### src/wcs_pkg.sv
// Constants, field layouts and state types of the weekly cam time switch.
// Assumes a 40 MHz APB clock and a time-of-day source on the same clock.
package wcs_pkg;

  localparam int unsigned CLK_HZ = 40_000_000;

  localparam int unsigned NUM_CAMS = 3;
  localparam int unsigned NUM_DAYS = 7;

  // Register byte addresses, one aligned word each.
  localparam logic [7:0] FIRST_CAM_SETTING_ADDR  = 8'h00;
  localparam logic [7:0] SECOND_CAM_SETTING_ADDR = 8'h04;
  localparam logic [7:0] THIRD_CAM_SETTING_ADDR  = 8'h08;
  localparam logic [7:0] CONTROL_ADDR            = 8'h0C;
  localparam logic [7:0] STATUS_ADDR             = 8'h10;

  // Range of a valid time of day.
  localparam logic [4:0] MAX_HOUR   = 5'h17;
  localparam logic [5:0] MAX_MINUTE = 6'h3B;
  localparam logic [2:0] LAST_DAY   = 3'h6;

  // Control and status bit positions.
  localparam int unsigned CTRL_PULSE_BIT   = 0;
  localparam int unsigned STAT_OUT_BIT     = 0;
  localparam int unsigned STAT_PULSE_BIT   = 1;
  localparam int unsigned STAT_SYNC_BIT    = 2;
  localparam int unsigned STAT_WDAY_LSB    = 8;
  localparam int unsigned STAT_HOUR_LSB    = 16;
  localparam int unsigned STAT_MINUTE_LSB  = 24;

  // Weekday 0 is Monday, 6 is Sunday.
  typedef struct packed {
    logic [2:0] weekday;
    logic [4:0] hour;
    logic [5:0] minute;
  } wcs_time_t;

  // One cam word, bit 0 upward: days, on set, on minute, on hour,
  // off set, off minute, off hour. Bit 31 is reserved.
  typedef struct packed {
    logic [4:0] off_hour;
    logic [5:0] off_minute;
    logic       off_set;
    logic [4:0] on_hour;
    logic [5:0] on_minute;
    logic       on_set;
    logic [6:0] days;
  } wcs_cam_t;

  localparam wcs_cam_t CAM_RESET   = '0;
  localparam logic     PULSE_RESET = 1'b0;

  typedef struct packed {
    wcs_cam_t [NUM_CAMS-1:0] cam;
    logic                    pulse_en;
    logic                    switch_out;
    logic                    pulse_live;
    logic                    key_valid;
    wcs_time_t               last_key;
    logic [31:0]             prdata;
    logic                    pslverr;
  } wcs_state_t;

endpackage

### src/wcs_weekly_cam_time_switch.sv
// Weekly cam time switch with an APB register file.
// Assumes rtc_time and scan_tick come from logic on pclk, scan_tick being
// a one-cycle pulse that marks each program scan.
//
// The APB slave port and the address map are this design's own decisions.
`timescale 1ns/100ps

// Function
// - Three cams each drive one switch output
// - Any weekday combination; cam acts only there
// - On-time match sets output unless already set
// - Off-time match clears output when configured
// - Pulse mode: output high one scan only
// - Single pulse setting governs all three cams
// - Conflicts: third beats second beats first
// - Output follows the latest switching action of any cam
// - Day mask ordered Monday through Sunday
// - Each day bit enables that day
// - Times span 00:00 to 23:59
// - Unset time performs no switching action
module wcs_weekly_cam_time_switch (
  input  wire logic               pclk,
  input  wire logic               presetn,
  input  wire logic               psel,
  input  wire logic               penable,
  input  wire logic               pwrite,
  input  wire logic [7:0]         paddr,
  input  wire logic [31:0]        pwdata,
  output logic      [31:0]        prdata,
  output logic                    pready,
  output logic                    pslverr,
  input  wire wcs_pkg::wcs_time_t rtc_time,
  input  wire logic               scan_tick,
  output logic                    switch_out
);
  import wcs_pkg::*;

  wcs_state_t st_reg;
  wcs_state_t st_next;

  // True for any address that holds a register.
  function automatic logic addr_hit(input logic [7:0] addr);
    logic hit;
    hit = (addr == FIRST_CAM_SETTING_ADDR) ||
          (addr == SECOND_CAM_SETTING_ADDR) ||
          (addr == THIRD_CAM_SETTING_ADDR) ||
          (addr == CONTROL_ADDR) ||
          (addr == STATUS_ADDR);
    return hit;
  endfunction

  // Selects the day bit; bit 0 is Monday and bit 6 Sunday.
  function automatic logic day_sel(input logic [6:0] days,
                                   input logic [2:0] wday);
    logic sel;
    sel = 1'b0;
    if (wday <= LAST_DAY) begin
      sel = days[wday];
    end
    return sel;
  endfunction

  // A time out of range never matches, so it behaves as unset.
  function automatic logic time_hit(input logic       is_set,
                                    input logic [4:0] hour,
                                    input logic [5:0] minute,
                                    input wcs_time_t  now);
    logic hit;
    hit = is_set &&
          (hour <= MAX_HOUR) && (minute <= MAX_MINUTE) &&
          (hour == now.hour) && (minute == now.minute);
    return hit;
  endfunction

  function automatic logic [31:0] read_word(input wcs_state_t s,
                                            input logic [7:0] addr);
    logic [31:0] w;
    w = 32'h0000_0000;
    case (addr)
      FIRST_CAM_SETTING_ADDR: begin
        w = {1'b0, s.cam[0]};
      end
      SECOND_CAM_SETTING_ADDR: begin
        w = {1'b0, s.cam[1]};
      end
      THIRD_CAM_SETTING_ADDR: begin
        w = {1'b0, s.cam[2]};
      end
      CONTROL_ADDR: begin
        w[CTRL_PULSE_BIT] = s.pulse_en;
      end
      STATUS_ADDR: begin
        w[STAT_OUT_BIT] = s.switch_out;
        w[STAT_PULSE_BIT] = s.pulse_live;
        w[STAT_SYNC_BIT] = s.key_valid;
        w[STAT_WDAY_LSB +: 3] = s.last_key.weekday;
        w[STAT_HOUR_LSB +: 5] = s.last_key.hour;
        w[STAT_MINUTE_LSB +: 6] = s.last_key.minute;
      end
      default: begin
        w = 32'h0000_0000;
      end
    endcase
    return w;
  endfunction

  logic apb_setup;
  logic apb_write;
  logic new_minute;
  logic on_hit;
  logic off_hit;

  assign apb_setup = psel && !penable;
  assign apb_write = psel && penable && pwrite && addr_hit(paddr);

  // A changed time key marks the first scan of a new minute, which keeps
  // a match from firing again on every later scan of the same minute.
  assign new_minute = !st_reg.key_valid || (st_reg.last_key != rtc_time);

  always_comb begin
    st_next = st_reg;
    on_hit = 1'b0;
    off_hit = 1'b0;

    // Read data and the error answer are prepared in the setup cycle so
    // that the access cycle can complete with no wait state.
    if (apb_setup) begin
      st_next.prdata = read_word(st_reg, paddr);
      st_next.pslverr = !addr_hit(paddr);
    end

    if (apb_write) begin
      case (paddr)
        FIRST_CAM_SETTING_ADDR: begin
          st_next.cam[0] = wcs_cam_t'(pwdata[30:0]);
        end
        SECOND_CAM_SETTING_ADDR: begin
          st_next.cam[1] = wcs_cam_t'(pwdata[30:0]);
        end
        THIRD_CAM_SETTING_ADDR: begin
          st_next.cam[2] = wcs_cam_t'(pwdata[30:0]);
        end
        CONTROL_ADDR: begin
          st_next.pulse_en = pwdata[CTRL_PULSE_BIT];
        end
        default: begin
          st_next.pulse_en = st_reg.pulse_en;
        end
      endcase
    end

    if (scan_tick) begin
      // A pulse lasts exactly the scan in which it was set.
      if (st_reg.pulse_live) begin
        st_next.switch_out = 1'b0;
        st_next.pulse_live = 1'b0;
      end

      if (new_minute) begin
        // Cams are applied in ascending order on one running output value,
        // so a later cam overrides an earlier one in the same minute.
        for (int i = 0; i < NUM_CAMS; i++) begin
          on_hit = day_sel(st_reg.cam[i].days, rtc_time.weekday) &&
                   time_hit(st_reg.cam[i].on_set, st_reg.cam[i].on_hour,
                            st_reg.cam[i].on_minute, rtc_time);
          off_hit = day_sel(st_reg.cam[i].days, rtc_time.weekday) &&
                    time_hit(st_reg.cam[i].off_set, st_reg.cam[i].off_hour,
                             st_reg.cam[i].off_minute, rtc_time);
          if (on_hit && !st_next.switch_out) begin
            st_next.switch_out = 1'b1;
            st_next.pulse_live = st_reg.pulse_en;
          end
          // Within one cam an identical off-time wins over its on-time.
          if (off_hit) begin
            st_next.switch_out = 1'b0;
            st_next.pulse_live = 1'b0;
          end
        end
      end

      st_next.key_valid = 1'b1;
      st_next.last_key = rtc_time;
    end
  end

  always_ff @(posedge pclk or negedge presetn) begin
    if (!presetn) begin
      st_reg.cam <= {NUM_CAMS{CAM_RESET}};
      st_reg.pulse_en <= PULSE_RESET;
      st_reg.switch_out <= 1'b0;
      st_reg.pulse_live <= 1'b0;
      st_reg.key_valid <= 1'b0;
      st_reg.last_key <= '0;
      st_reg.prdata <= 32'h0000_0000;
      st_reg.pslverr <= 1'b0;
    end else begin
      st_reg <= st_next;
    end
  end

  assign pready = 1'b1;
  assign prdata = st_reg.prdata;
  assign pslverr = st_reg.pslverr;
  assign switch_out = st_reg.switch_out;

endmodule

### config.mk
export PLATFORM = sky130hd
export DESIGN_NAME = wcs_weekly_cam_time_switch
export DESIGN_NICKNAME = d
export VERILOG_FILES = /design/src/wcs_pkg.sv /design/src/wcs_weekly_cam_time_switch.sv
export SDC_FILE = /design/constraint.sdc
export NUM_CORES = 1
export LEC_CHECK = 0
export BUFFER_PORTS_ARGS = -buffer_cell sky130_fd_sc_hd__clkbuf_2
export CORE_ASPECT_RATIO = 0.5
export CORE_MARGIN = 1.5
export CORE_UTILIZATION = 53
export DETAILED_ROUTE_END_ITERATION = 16
export MAX_ROUTING_LAYER = met4
export PLACE_DENSITY = 0.77
export SETUP_SLACK_MARGIN = 0.1
export SLEW_MARGIN = 20
export SYNTH_ARGS = -nofsm -noshare
export SYNTH_HDL_FRONTEND = slang
export SYNTH_SLANG_ARGS = --single-unit
### constraint.sdc
create_clock -name pclk -period 1.49 [get_ports pclk]
set_input_delay 0.0745 -clock pclk [delete_from_list [all_inputs] [get_ports pclk]]
set_output_delay 0.0745 -clock pclk [all_outputs]
set_load 0.03 [all_outputs]
==> flow_summary.yaml, run 1 <==
clock_network:
  clock_tree_buffer_depth: 2
  clk_root_buffer_cell: "sky130_fd_sc_hd__clkbuf_16"
  cts_sink_cnt: 143
  cts_buffers: 17
  clock_insertion_delay_at_the_later_pin_of_the_skew_report_ns: 0.43
  tritoncts: "yes"
  clkSlewWorstSetupHoldPaths_ns: 0.06
  cts.htree.levels: 4
synthesis:
  largest_family_of_logic_cells_by_synthesized_area: "multiplexers"
  synth_edf_count: 0
  synth_sequential_area_ratio_pct: 47.05
  mux_share_of_post_synthesis_cell_area_pct: 21.45
  netlist_instances: 676
  ys_warn_count: 0
  commonest_cells_post_synth: "sky130_fd_sc_hd__dfrtp_1 (143), sky130_fd_sc_hd__mux2_2 (74), sky130_fd_sc_hd__nand2_1 (64)"
  adder_cell_area_share_of_the_yosys_netlist_pct: 0.1316
  async_reset_ff_share_pct: 100.0
  synth_area_leaders: "sky130_fd_sc_hd__dfrtp_1 (47%), sky130_fd_sc_hd__mux2_2 (11%), sky130_fd_sc_hd__xnor2_1 (5.2%)"
  register_bit_total_from_synthesis: 143
  synth-xor-area-share_pct: 7.601
  syn_avg_cell_area_sq_um: 11.25
  yosysTopAreaCellShare_pct: 47.05
  simple_gate_share_of_the_synthesized_area_pct: 7.206
  synth.net_count: 736
  synth-compound-area-share_pct: 10.25
  yosys.cell_types.count: 52
  most_frequent_cell_after_synthesis: "sky130_fd_sc_hd__dfrtp_1"
  synth_area_leader_cell: "sky130_fd_sc_hd__dfrtp_1"
  synth_flop_cell: "sky130_fd_sc_hd__dfrtp_1"
  post_synth_instance_area_sq_um: 7605
drt:
  drt-pass1-iter-count: 5
  routed-via-count: 6459
  viasPerCell: 5.942
  drt-total-wl_um: 23880
  wl_per_cell_um: 21.97
  drtIter0Drc: 658
  drc: 0
  drt.antenna.violating_nets: 0
die:
  core_sq_um: 13780
  rows: 30
  number_of_top_level_pins: 95
  die_area_sq_um: 15120
  chip_height_um: 87.70
  start_util_pct: 55.20
  die_width_um: 172.4
grt:
  antenna_violations_before_repair: 0
  grt_pass1_wl_um: 37270
  vias_in_the_first_global_route: 6739
  grt.total_usage_pct: 34.63
  maximum_number_of_pins_on_one_net_before_global_route_repair: 52
  gr-total-overflow: 0
layout:
  antenna-diode-count: 0
  design_area_sq_um: 10200
  nNetsFinal: 942
  layout.filler_cells: 886
  largest_register_ff_count: 110
  final_core_utilization_pct: 74.05
  share_of_cells_above_drive_strength_1_pct: 44.47
  flow.area_growth_from_synthesis_pct: 34.14
place:
  post-place-ws_ns: -0.3804
  io_buffers: 91
  dpl-instance-area_sq_um: 9190
  detailedPlacementHpwl_um: 16060
  place_congestion: 0.9321
power_and_ir_drop:
  internal_power_mw: 7.015
  power.sequential.fraction_pct: 42.9
  ir_drop_mv: 1.001
  post-layout-total-power_mw: 9.444
  power_frac_comb_pct: 11.7
  net-switching-power_mw: 2.429
  portion_of_total_power_attributed_to_the_clock_network_pct: 45.5
  leakage_nw: 5.061
  power.density_nw_per_um2: 925.8
  netSwitchingFraction_pct: 25.72
timing:
  setup_slack_ns: -0.3347
  unrepaired_setup_endpoints_after_global_routing: "true"
  max_slew.worst_pin.slew_ns: 0.5096
  final_slew_viol_count: 0
  slew_headroom_pct: 66.03
  setup_violations: 2
  period_minus_slack_ns: 1.825
  timing.clock.skew_ns: 0.01602
  layout_worst_path_cycle_share_pct: 122.5
  number_of_hold_slack_violations_in_the_final_timing_report: 0
  setup_total_negative_slack_ns: -0.6365
  maxClockFrequency_ghz: 0.5480
critical_path:
  worstSetupPathType: "reg -> reg"
  worst_ep_arrival_time_ns: 2.12
  timing.reg2reg.worst_path_depth: 7
  critPathMaxFanout: 2
  reg2reg_setup_slack_ns: -0.33
  crit_required_ns: 1.78
  worstSetupStartpointType: "flip-flop"
  worst_setup_path_end_kind: "flip-flop"
flow_run:
  max_cap_violations: 0
worst_hold_path:
  hold_depth: 2
  hold_path.class: "in -> reg"
outcome:
  violations: "setup timing"
  run_status: "complete, but fails checks"
==> kinds of logic after synthesis <==
kind of cell | after synthesis
other | 2
xor gates and xnor gates | 66
muxes | 147
adders and majority gates | 1
buffers and inverters | 83
and+or+nand+nor | 115
DFF | 143
AOI/OAI and AO/OA | 119
==> layout by cell type (no fill, tap or decap), types with 33 or more instances in the layout <==
| cell | netlist | layout |
|---|---|---|
| sky130_fd_sc_hd__buf_4 | 35 | 132 |
| sky130_fd_sc_hd__clkbuf_2 | 0 | 90 |
| sky130_fd_sc_hd__dfrtp_1 | 143 | 143 |
| sky130_fd_sc_hd__dlygate4sd3_1 | 0 | 33 |
| sky130_fd_sc_hd__mux2_2 | 74 | 74 |
| sky130_fd_sc_hd__mux2_4 | 0 | 34 |
| sky130_fd_sc_hd__mux2i_1 | 37 | 37 |
| sky130_fd_sc_hd__nand2_1 | 64 | 62 |
| sky130_fd_sc_hd__o21ai_0 | 54 | 47 |
| sky130_fd_sc_hd__xnor2_1 | 45 | 43 |
==> cell type report <==
type	count	area, sq um	area share (%)
Clock buffer	21	450.4	4.416
Clock inverter	11	133.9	1.312
Inverter	5	18.77	0.1840
Multi-Input combinational cell	450	3816	37.41
Sequential cell	143	3578	35.08
Tap cell	192	240.2	2.355
Timing Repair Buffer	265	1963	19.24
==> through the flow <==
| step | std cells | hold WS (ns) |
|---|---|---|
| global placement | 1021 | -0.04936 |
| detailed placement | 1021 | -0.04591 |
| finish | 1087 | 0.05045 |
| global route | 1087 | 0.04875 |
| floorplan | 676 | -0.2211 |
| CTS | 1087 | 0.03532 |
==> routing by layer <==
layer	vias up	GRT usage (%)	wire [um]
met5	-	-	0
met4	0	13.52	662
met3	70	8.812	2282
met2	354	53.96	10890
met1	3246	43.68	10050
li1	2789	-	-
==> power by group through the flow <==
stage                     clock (mW)  combinational (mW)  sequential (mW)
after CTS                       4.27                1.08             4.04
after global placement             0               0.952             4.11
after global routing            4.49                1.17             4.05
final                           4.30                1.10             4.05
after detailed placement           0               0.978             4.11
after floorplan                    0               0.443             4.12
==> what timing repair did <==
item,in CTS,in global routing
setup endpoints to repair,2,8
gates resized for setup,16,10
buffers inserted,1,0
hold buffers,33,0
endpoints found under the hold margin,238,0
pin swaps,17,7
==> path summary, 6_finish.rpt <==
path                          endpoint   startpoint
max in group asynchronous    prdata[2]      presetn
hold / removal              st_reg[37]  rtc_time[4]
setup reg to reg            st_reg[48]   st_reg[54]
setup / recovery            st_reg[48]   st_reg[54]
min in group asynchronous  st_reg[125]      presetn
hold reg to reg              prdata[1]    prdata[1]
==> worst max-delay path, stage by stage (launching register included) <==
cell and delay (ns):
sky130_fd_sc_hd__dfrtp_1 0.38, sky130_fd_sc_hd__mux4_2 0.50, sky130_fd_sc_hd__nor2_2 0.15, sky130_fd_sc_hd__a21oi_2 0.08, sky130_fd_sc_hd__nand4_1 0.14, sky130_fd_sc_hd__o21ai_2 0.09
sky130_fd_sc_hd__o211ai_1 0.24, sky130_fd_sc_hd__o22ai_2 0.11
(Power assumes the default switching activity.)
==> run 2, diff against run 1 <==
- CTS_BUF_LIST: unset -> sky130_fd_sc_hd__clkbuf_16
- SKIP_CTS_REPAIR_TIMING: unset -> 1
==> run 2 against run 1 <==
Effect of this change:
- sequential share of layout area about the same
- register-to-register slack worse by 0.09 ns
- final cell count up 0.18%
- the flow still finishes with violations (setup timing)
- sequential power about the same
- flip-flop and latch count unchanged
- largest cell class unchanged
- critical path depth unchanged
- via count down 0.14%
- core utilization down 0.064 points
- design area about the same
- clock-buffer cell count down 4
- largest power group unchanged
- first-iteration DRC count down 4.4%
==> flow_summary.yaml, run 2 (same netlist as run 1, synthesis figures left out) <==
critical_path:
  crit_required_ns: 1.80
  worst_ep_arrival_time_ns: 2.22
  worstSetupPathType: "reg -> reg"
  crit_path_cell_trace: "xnor2_1 -> nand4_1 -> nor3_2 -> o2111ai_2 -> a22oi_2 -> o21ai_1 -> a22o_1"
  reg2reg_setup_slack_ns: -0.43
  cpPeakStageDelay_ns: 0.41
  worst_setup_path_end_kind: "flip-flop"
  worstSetupStartpointType: "flip-flop"
  cpMaxStageDelayCell: "sky130_fd_sc_hd__dfrtp_1"
  critPathMaxFanout: 3
die:
  chip_height_um: 87.70
  die_area_sq_um: 15120
  start_util_pct: 55.20
  number_of_top_level_pins: 95
  core_sq_um: 13780
  die_width_um: 172.4
  rows: 30
layout:
  antenna-diode-count: 0
  final_core_utilization_pct: 73.99
  layout.cells.most_common: "sky130_fd_sc_hd__dfrtp_1"
  layout.cells.non_filler: 1089
  largest_register_ff_count: 110
  nNetsFinal: 944
  share_of_cells_above_drive_strength_1_pct: 44.15
  mostFrequentLayoutCells: "sky130_fd_sc_hd__dfrtp_1 (143), sky130_fd_sc_hd__buf_4 (134), sky130_fd_sc_hd__clkbuf_2 (90)"
  flow.area_growth_from_synthesis_pct: 34.02
outcome:
  run_status: "complete, but fails checks"
  violations: "setup timing"
power_and_ir_drop:
  power.sequential.fraction_pct: 43.3
  leakage_nw: 5.073
  netSwitchingFraction_pct: 25.78
  net-switching-power_mw: 2.411
  internal_power_mw: 6.941
  power.density_nw_per_um2: 917.6
  ir_drop_mv: 0.9900
  portion_of_total_power_attributed_to_the_clock_network_pct: 45.0
  power_frac_comb_pct: 11.7
drt:
  drt-total-wl_um: 23900
  drt-pass1-iter-count: 5
  drt.antenna.violating_nets: 0
  wl_per_cell_um: 21.94
  viasPerCell: 5.923
  drtIter0Drc: 629
  drc: 0
  routed-via-count: 6450
grt:
  gr-total-overflow: 0
  maximum_number_of_pins_on_one_net_before_global_route_repair: 52
  globalRoute.busiestLayer: "met2"
  gr-usage-met3_pct: 7.863
  globalRouteMet2Util_pct: 50.55
  antenna_violations_before_repair: 0
  grt.total_usage_pct: 32.68
  vias_in_the_first_global_route: 6327
  grt_pass1_wl_um: 35150
  grt.met1_usage_pct: 42.89
timing:
  timing.clock.skew_ns: 0.01517
  final_slew_viol_count: 0
  period_minus_slack_ns: 1.917
  setup_slack_ns: -0.4273
  unrepaired_setup_endpoints_after_global_routing: "true"
  layout_worst_path_cycle_share_pct: 128.7
  maxClockFrequency_ghz: 0.5216
  setup_violations: 2
  number_of_hold_slack_violations_in_the_final_timing_report: 0
worst_hold_path:
  hold_path.class: "in -> reg"
place:
  place_congestion: 0.9321
  io_buffers: 91
  detailedPlacementHpwl_um: 16060
  placed_cells: 1021
clock_network:
  clock_tree_buffer_depth: 2
  cts.htree.levels: 4
  cts_sink_cnt: 143
  clk_root_buffer_cell: "sky130_fd_sc_hd__clkbuf_16"
  clock_insertion_delay_at_the_later_pin_of_the_skew_report_ns: 0.43
  cts_buffers: 17
  tritoncts: "yes"
  clkSlewWorstSetupHoldPaths_ns: 0.06
flow_run:
  max_cap_violations: 0
-- run 2: cell types whose count changed in the layout (fill, tap and decap cells not counted), moves of 2 or more --
| cell | before | now |
|---|---|---|
| sky130_fd_sc_hd__o21ai_1 | 6 | 4 |
| sky130_fd_sc_hd__inv_1 | 5 | 8 |
| sky130_fd_sc_hd__o21ai_0 | 47 | 49 |
| sky130_fd_sc_hd__clkbuf_1 | 3 | 0 |
| sky130_fd_sc_hd__buf_4 | 132 | 134 |
-- run 2: power by group through the flow --
stage / Sequential (mW) / Clock, mW / Combinational, mW
2_1_floorplan: 4.12 / 0 / 0.443
3_3_place_gp: 4.11 / 0 / 0.952
3_5_place_dp: 4.11 / 0 / 0.978
4_1_cts: 4.04 / 4.19 / 0.994
5_1_grt: 4.05 / 4.40 / 1.16
6_report: 4.05 / 4.21 / 1.10
-- run 2: through the flow --
stage | cell area, sq um | setup TNS [ns] | setup WS [ns] | total power [mW] | hold WS, ns
floorplan | 7830 | -1.774 | -0.1176 | 4.559 | -0.2211
global placement | 9190 | -5.073 | -0.2837 | 5.057 | -0.04936
detailed placement | 9190 | -10.08 | -0.3804 | 5.089 | -0.04591
CTS | 9764 | -0.9551 | -0.5187 | 9.228 | -0.4937
global route | 10190 | -1.056 | -0.5239 | 9.620 | 0.05398
finish | 10190 | -0.7987 | -0.4273 | 9.352 | 0.05386
-- run 2: layout make-up --
class	instances	area [sq um]
multi-input cells	450	3802
well taps	192	240.2
clock buffers	17	425.4
flip-flops and latches	143	3578
clock inverters	15	148.9
repair buffers	267	1978
fillers	889	3583
inverters	5	18.77
-- run 2: metal layers --
metal | share of wire [%] | wire length, um
met5 | 0 | 0
met4 | 2.9 | 698
met3 | 9.5 | 2277
met2 | 46 | 10930
met1 | 42 | 9989
-- run 2: worst max-delay path: cells and delay by family, from the launching register on --
| family | cells | cell delay [ns] |
|---|---|---|
| XOR/XNOR | 1 | 0.17 |
| AO/OA/AOI/OAI | 4 | 0.83 |
| AND/OR/NAND/NOR | 2 | 0.40 |
| flip-flops | 1 | 0.41 |
-- run 2: worst paths after layout --
| check | startpoint | depth (start not counted) | end |
|---|---|---|---|
| setup reg to reg | st_reg[109] | 7 | switch_out |
| hold reg to reg | pslverr | 2 | pslverr |
| min in group asynchronous | presetn | 2 | prdata[11] |
| max in group asynchronous | presetn | 3 | st_reg[105] |
| hold / removal | rtc_time[13] | 2 | st_reg[46] |
| setup / recovery | st_reg[109] | 7 | switch_out |
==> run 3, diff against run 2 <==
- RECOVER_POWER: unset -> 25
==> run 3 against run 2 <==
Effect of this change:
- hold slack worse by 0.0018 ns
- core utilization down 0.20 points
- maximum frequency up 0.12%
- design area down 0.27%
- routed wire length down 0.37%
- the run still ends with setup timing left
- largest power group unchanged
- clock power about the same
- sequential power about the same
- final cell count unchanged
- register-to-register slack about the same
- first-iteration DRC count up 8.7%
- worst setup slack better by 0.0023 ns
- non-clock buffer count unchanged
- largest cell class unchanged
==> flow_summary.yaml, run 3 (same netlist as run 1, synthesis figures left out) <==
place:
  post-place-ws_ns: -0.3804
  detailedPlacementHpwl_um: 16060
  io_buffers: 91
  place_congestion: 0.9321
die:
  number_of_top_level_pins: 95
  rows: 30
  die_area_sq_um: 15120
  start_util_pct: 55.20
  chip_height_um: 87.70
  core_sq_um: 13780
  die_width_um: 172.4
drt:
  drt-pass1-iter-count: 5
  viasPerCell: 5.916
  wl_per_cell_um: 21.86
  routed-via-count: 6443
  drc: 0
  drtIter0Drc: 684
  drt-total-wl_um: 23810
  drt.antenna.violating_nets: 0
timing:
  period_minus_slack_ns: 1.915
  number_of_hold_slack_violations_in_the_final_timing_report: 0
  setup_slack_ns: -0.4250
  timing.clock.skew_ns: 0.01405
  slew_headroom_pct: 57.60
  final.hold.worst_slack_ns: 0.05207
  max_slew.worst_pin.slew_ns: 0.6360
  layout_worst_path_cycle_share_pct: 128.5
  final_slew_viol_count: 0
  unrepaired_setup_endpoints_after_global_routing: "true"
  setup_violations: 2
  maxClockFrequency_ghz: 0.5222
worst_hold_path:
  hold_path.class: "in -> reg"
grt:
  maximum_number_of_pins_on_one_net_before_global_route_repair: 52
  grt_pass1_wl_um: 35150
  antenna_violations_before_repair: 0
  vias_in_the_first_global_route: 6327
  grt.total_usage_pct: 32.68
  gr-total-overflow: 0
power_and_ir_drop:
  power.sequential.fraction_pct: 43.3
  power.density_nw_per_um2: 919.4
  internal_power_mw: 6.933
  net-switching-power_mw: 2.412
  leakage_nw: 5.064
  ir_drop_mv: 0.9943
  portion_of_total_power_attributed_to_the_clock_network_pct: 45.0
  netSwitchingFraction_pct: 25.81
  post-layout-total-power_mw: 9.345
  power_frac_comb_pct: 11.6
critical_path:
  worstSetupStartpointType: "flip-flop"
  worst_ep_arrival_time_ns: 2.22
  worstSetupPathType: "reg -> reg"
  crit_required_ns: 1.80
  critPathMaxFanout: 3
  worst_setup_path_end_kind: "flip-flop"
clock_network:
  cts_sink_cnt: 143
  cts_buffers: 17
  clock_insertion_delay_at_the_later_pin_of_the_skew_report_ns: 0.43
  tritoncts: "yes"
  clock_tree_buffer_depth: 2
  clkSlewWorstSetupHoldPaths_ns: 0.06
  clk_root_buffer_cell: "sky130_fd_sc_hd__clkbuf_16"
  cts.htree.levels: 4
outcome:
  violations: "setup timing"
  run_status: "complete, but fails checks"
layout:
  nNetsFinal: 944
  flow.area_growth_from_synthesis_pct: 33.66
  mostFrequentLayoutCells: "sky130_fd_sc_hd__dfrtp_1 (143), sky130_fd_sc_hd__buf_4 (135), sky130_fd_sc_hd__clkbuf_2 (91)"
  antenna-diode-count: 0
  final_core_utilization_pct: 73.79
  layout.filler_cells: 893
  largest_register_ff_count: 110
  share_of_cells_above_drive_strength_1_pct: 44.15
  layout.cells.most_common: "sky130_fd_sc_hd__dfrtp_1"
flow_run:
  max_cap_violations: 0
run 3: cell types whose count changed in the layout (fill, tap and decap cells not counted), sizes merged:
cell    previous run  this run
buf              144       143
clkbuf           107       108
run 3: worst max-delay path, cell delays in order, from the launching register on:
cell                        delay (ns)
sky130_fd_sc_hd__dfrtp_1          0.41
sky130_fd_sc_hd__xnor2_1          0.17
sky130_fd_sc_hd__nand4_1          0.15
sky130_fd_sc_hd__nor3_2           0.26
sky130_fd_sc_hd__o2111ai_2        0.25
sky130_fd_sc_hd__a22oi_2          0.23
sky130_fd_sc_hd__o21ai_1          0.11
sky130_fd_sc_hd__a22o_1           0.23
run 3: path summary, 6_finish.rpt:
path / depth (start not counted) / slack [ns] / start / to
setup / recovery: 7 / -0.43 / st_reg[109] / switch_out
hold / removal: 2 / 0.05 / rtc_time[13] / st_reg[46]
setup reg to reg: 7 / -0.43 / st_reg[109] / switch_out
hold reg to reg: 2 / 0.48 / prdata[1] / prdata[1]
max in group asynchronous: 3 / 0.20 / presetn / prdata[8]
min in group asynchronous: 2 / 0.20 / presetn / st_reg[125]
run 3: final cells by class:
cell class / instances / area (sq um) / share of cell area [%]
tap: 192 / 240.2 / 2.363
multi-input combinational: 450 / 3802 / 37.41
inverter: 5 / 18.77 / 0.1846
sequential: 143 / 3578 / 35.20
clock inverter: 15 / 148.9 / 1.465
timing repair buffer: 267 / 1951 / 19.19
clock buffer: 17 / 425.4 / 4.185
run 3: per-stage QoR:
| step | area, sq um | std cells | setup TNS [ns] |
|---|---|---|---|
| 4_1_cts | 9764 | 1053 | -0.9551 |
| 5_1_grt | 10160 | 1089 | -1.294 |
| 3_5_place_dp | 9190 | 1021 | -10.08 |
| 6_report | 10160 | 1089 | -0.7903 |
| 3_3_place_gp | 9190 | 1021 | -5.073 |
| 2_1_floorplan | 7830 | 676 | -1.774 |
run 3: per-layer routing:
metal	up-vias	track usage, %	wire, um
li1	2790	-	-
met1	3241	42.89	10130
met2	347	50.55	10960
met3	65	7.863	2063
met4	0	9.802	654
met5	-	-	0
run 3: power by group through the flow:
| stage | Combinational, mW | Clock (mW) | Sequential (mW) |
|---|---|---|---|
| global placement | 0.952 | 0 | 4.11 |
| floorplan | 0.443 | 0 | 4.12 |
| global route | 1.15 | 4.40 | 4.05 |
| detailed placement | 0.978 | 0 | 4.11 |
| finish | 1.09 | 4.21 | 4.05 |
| CTS | 0.994 | 4.19 | 4.04 |
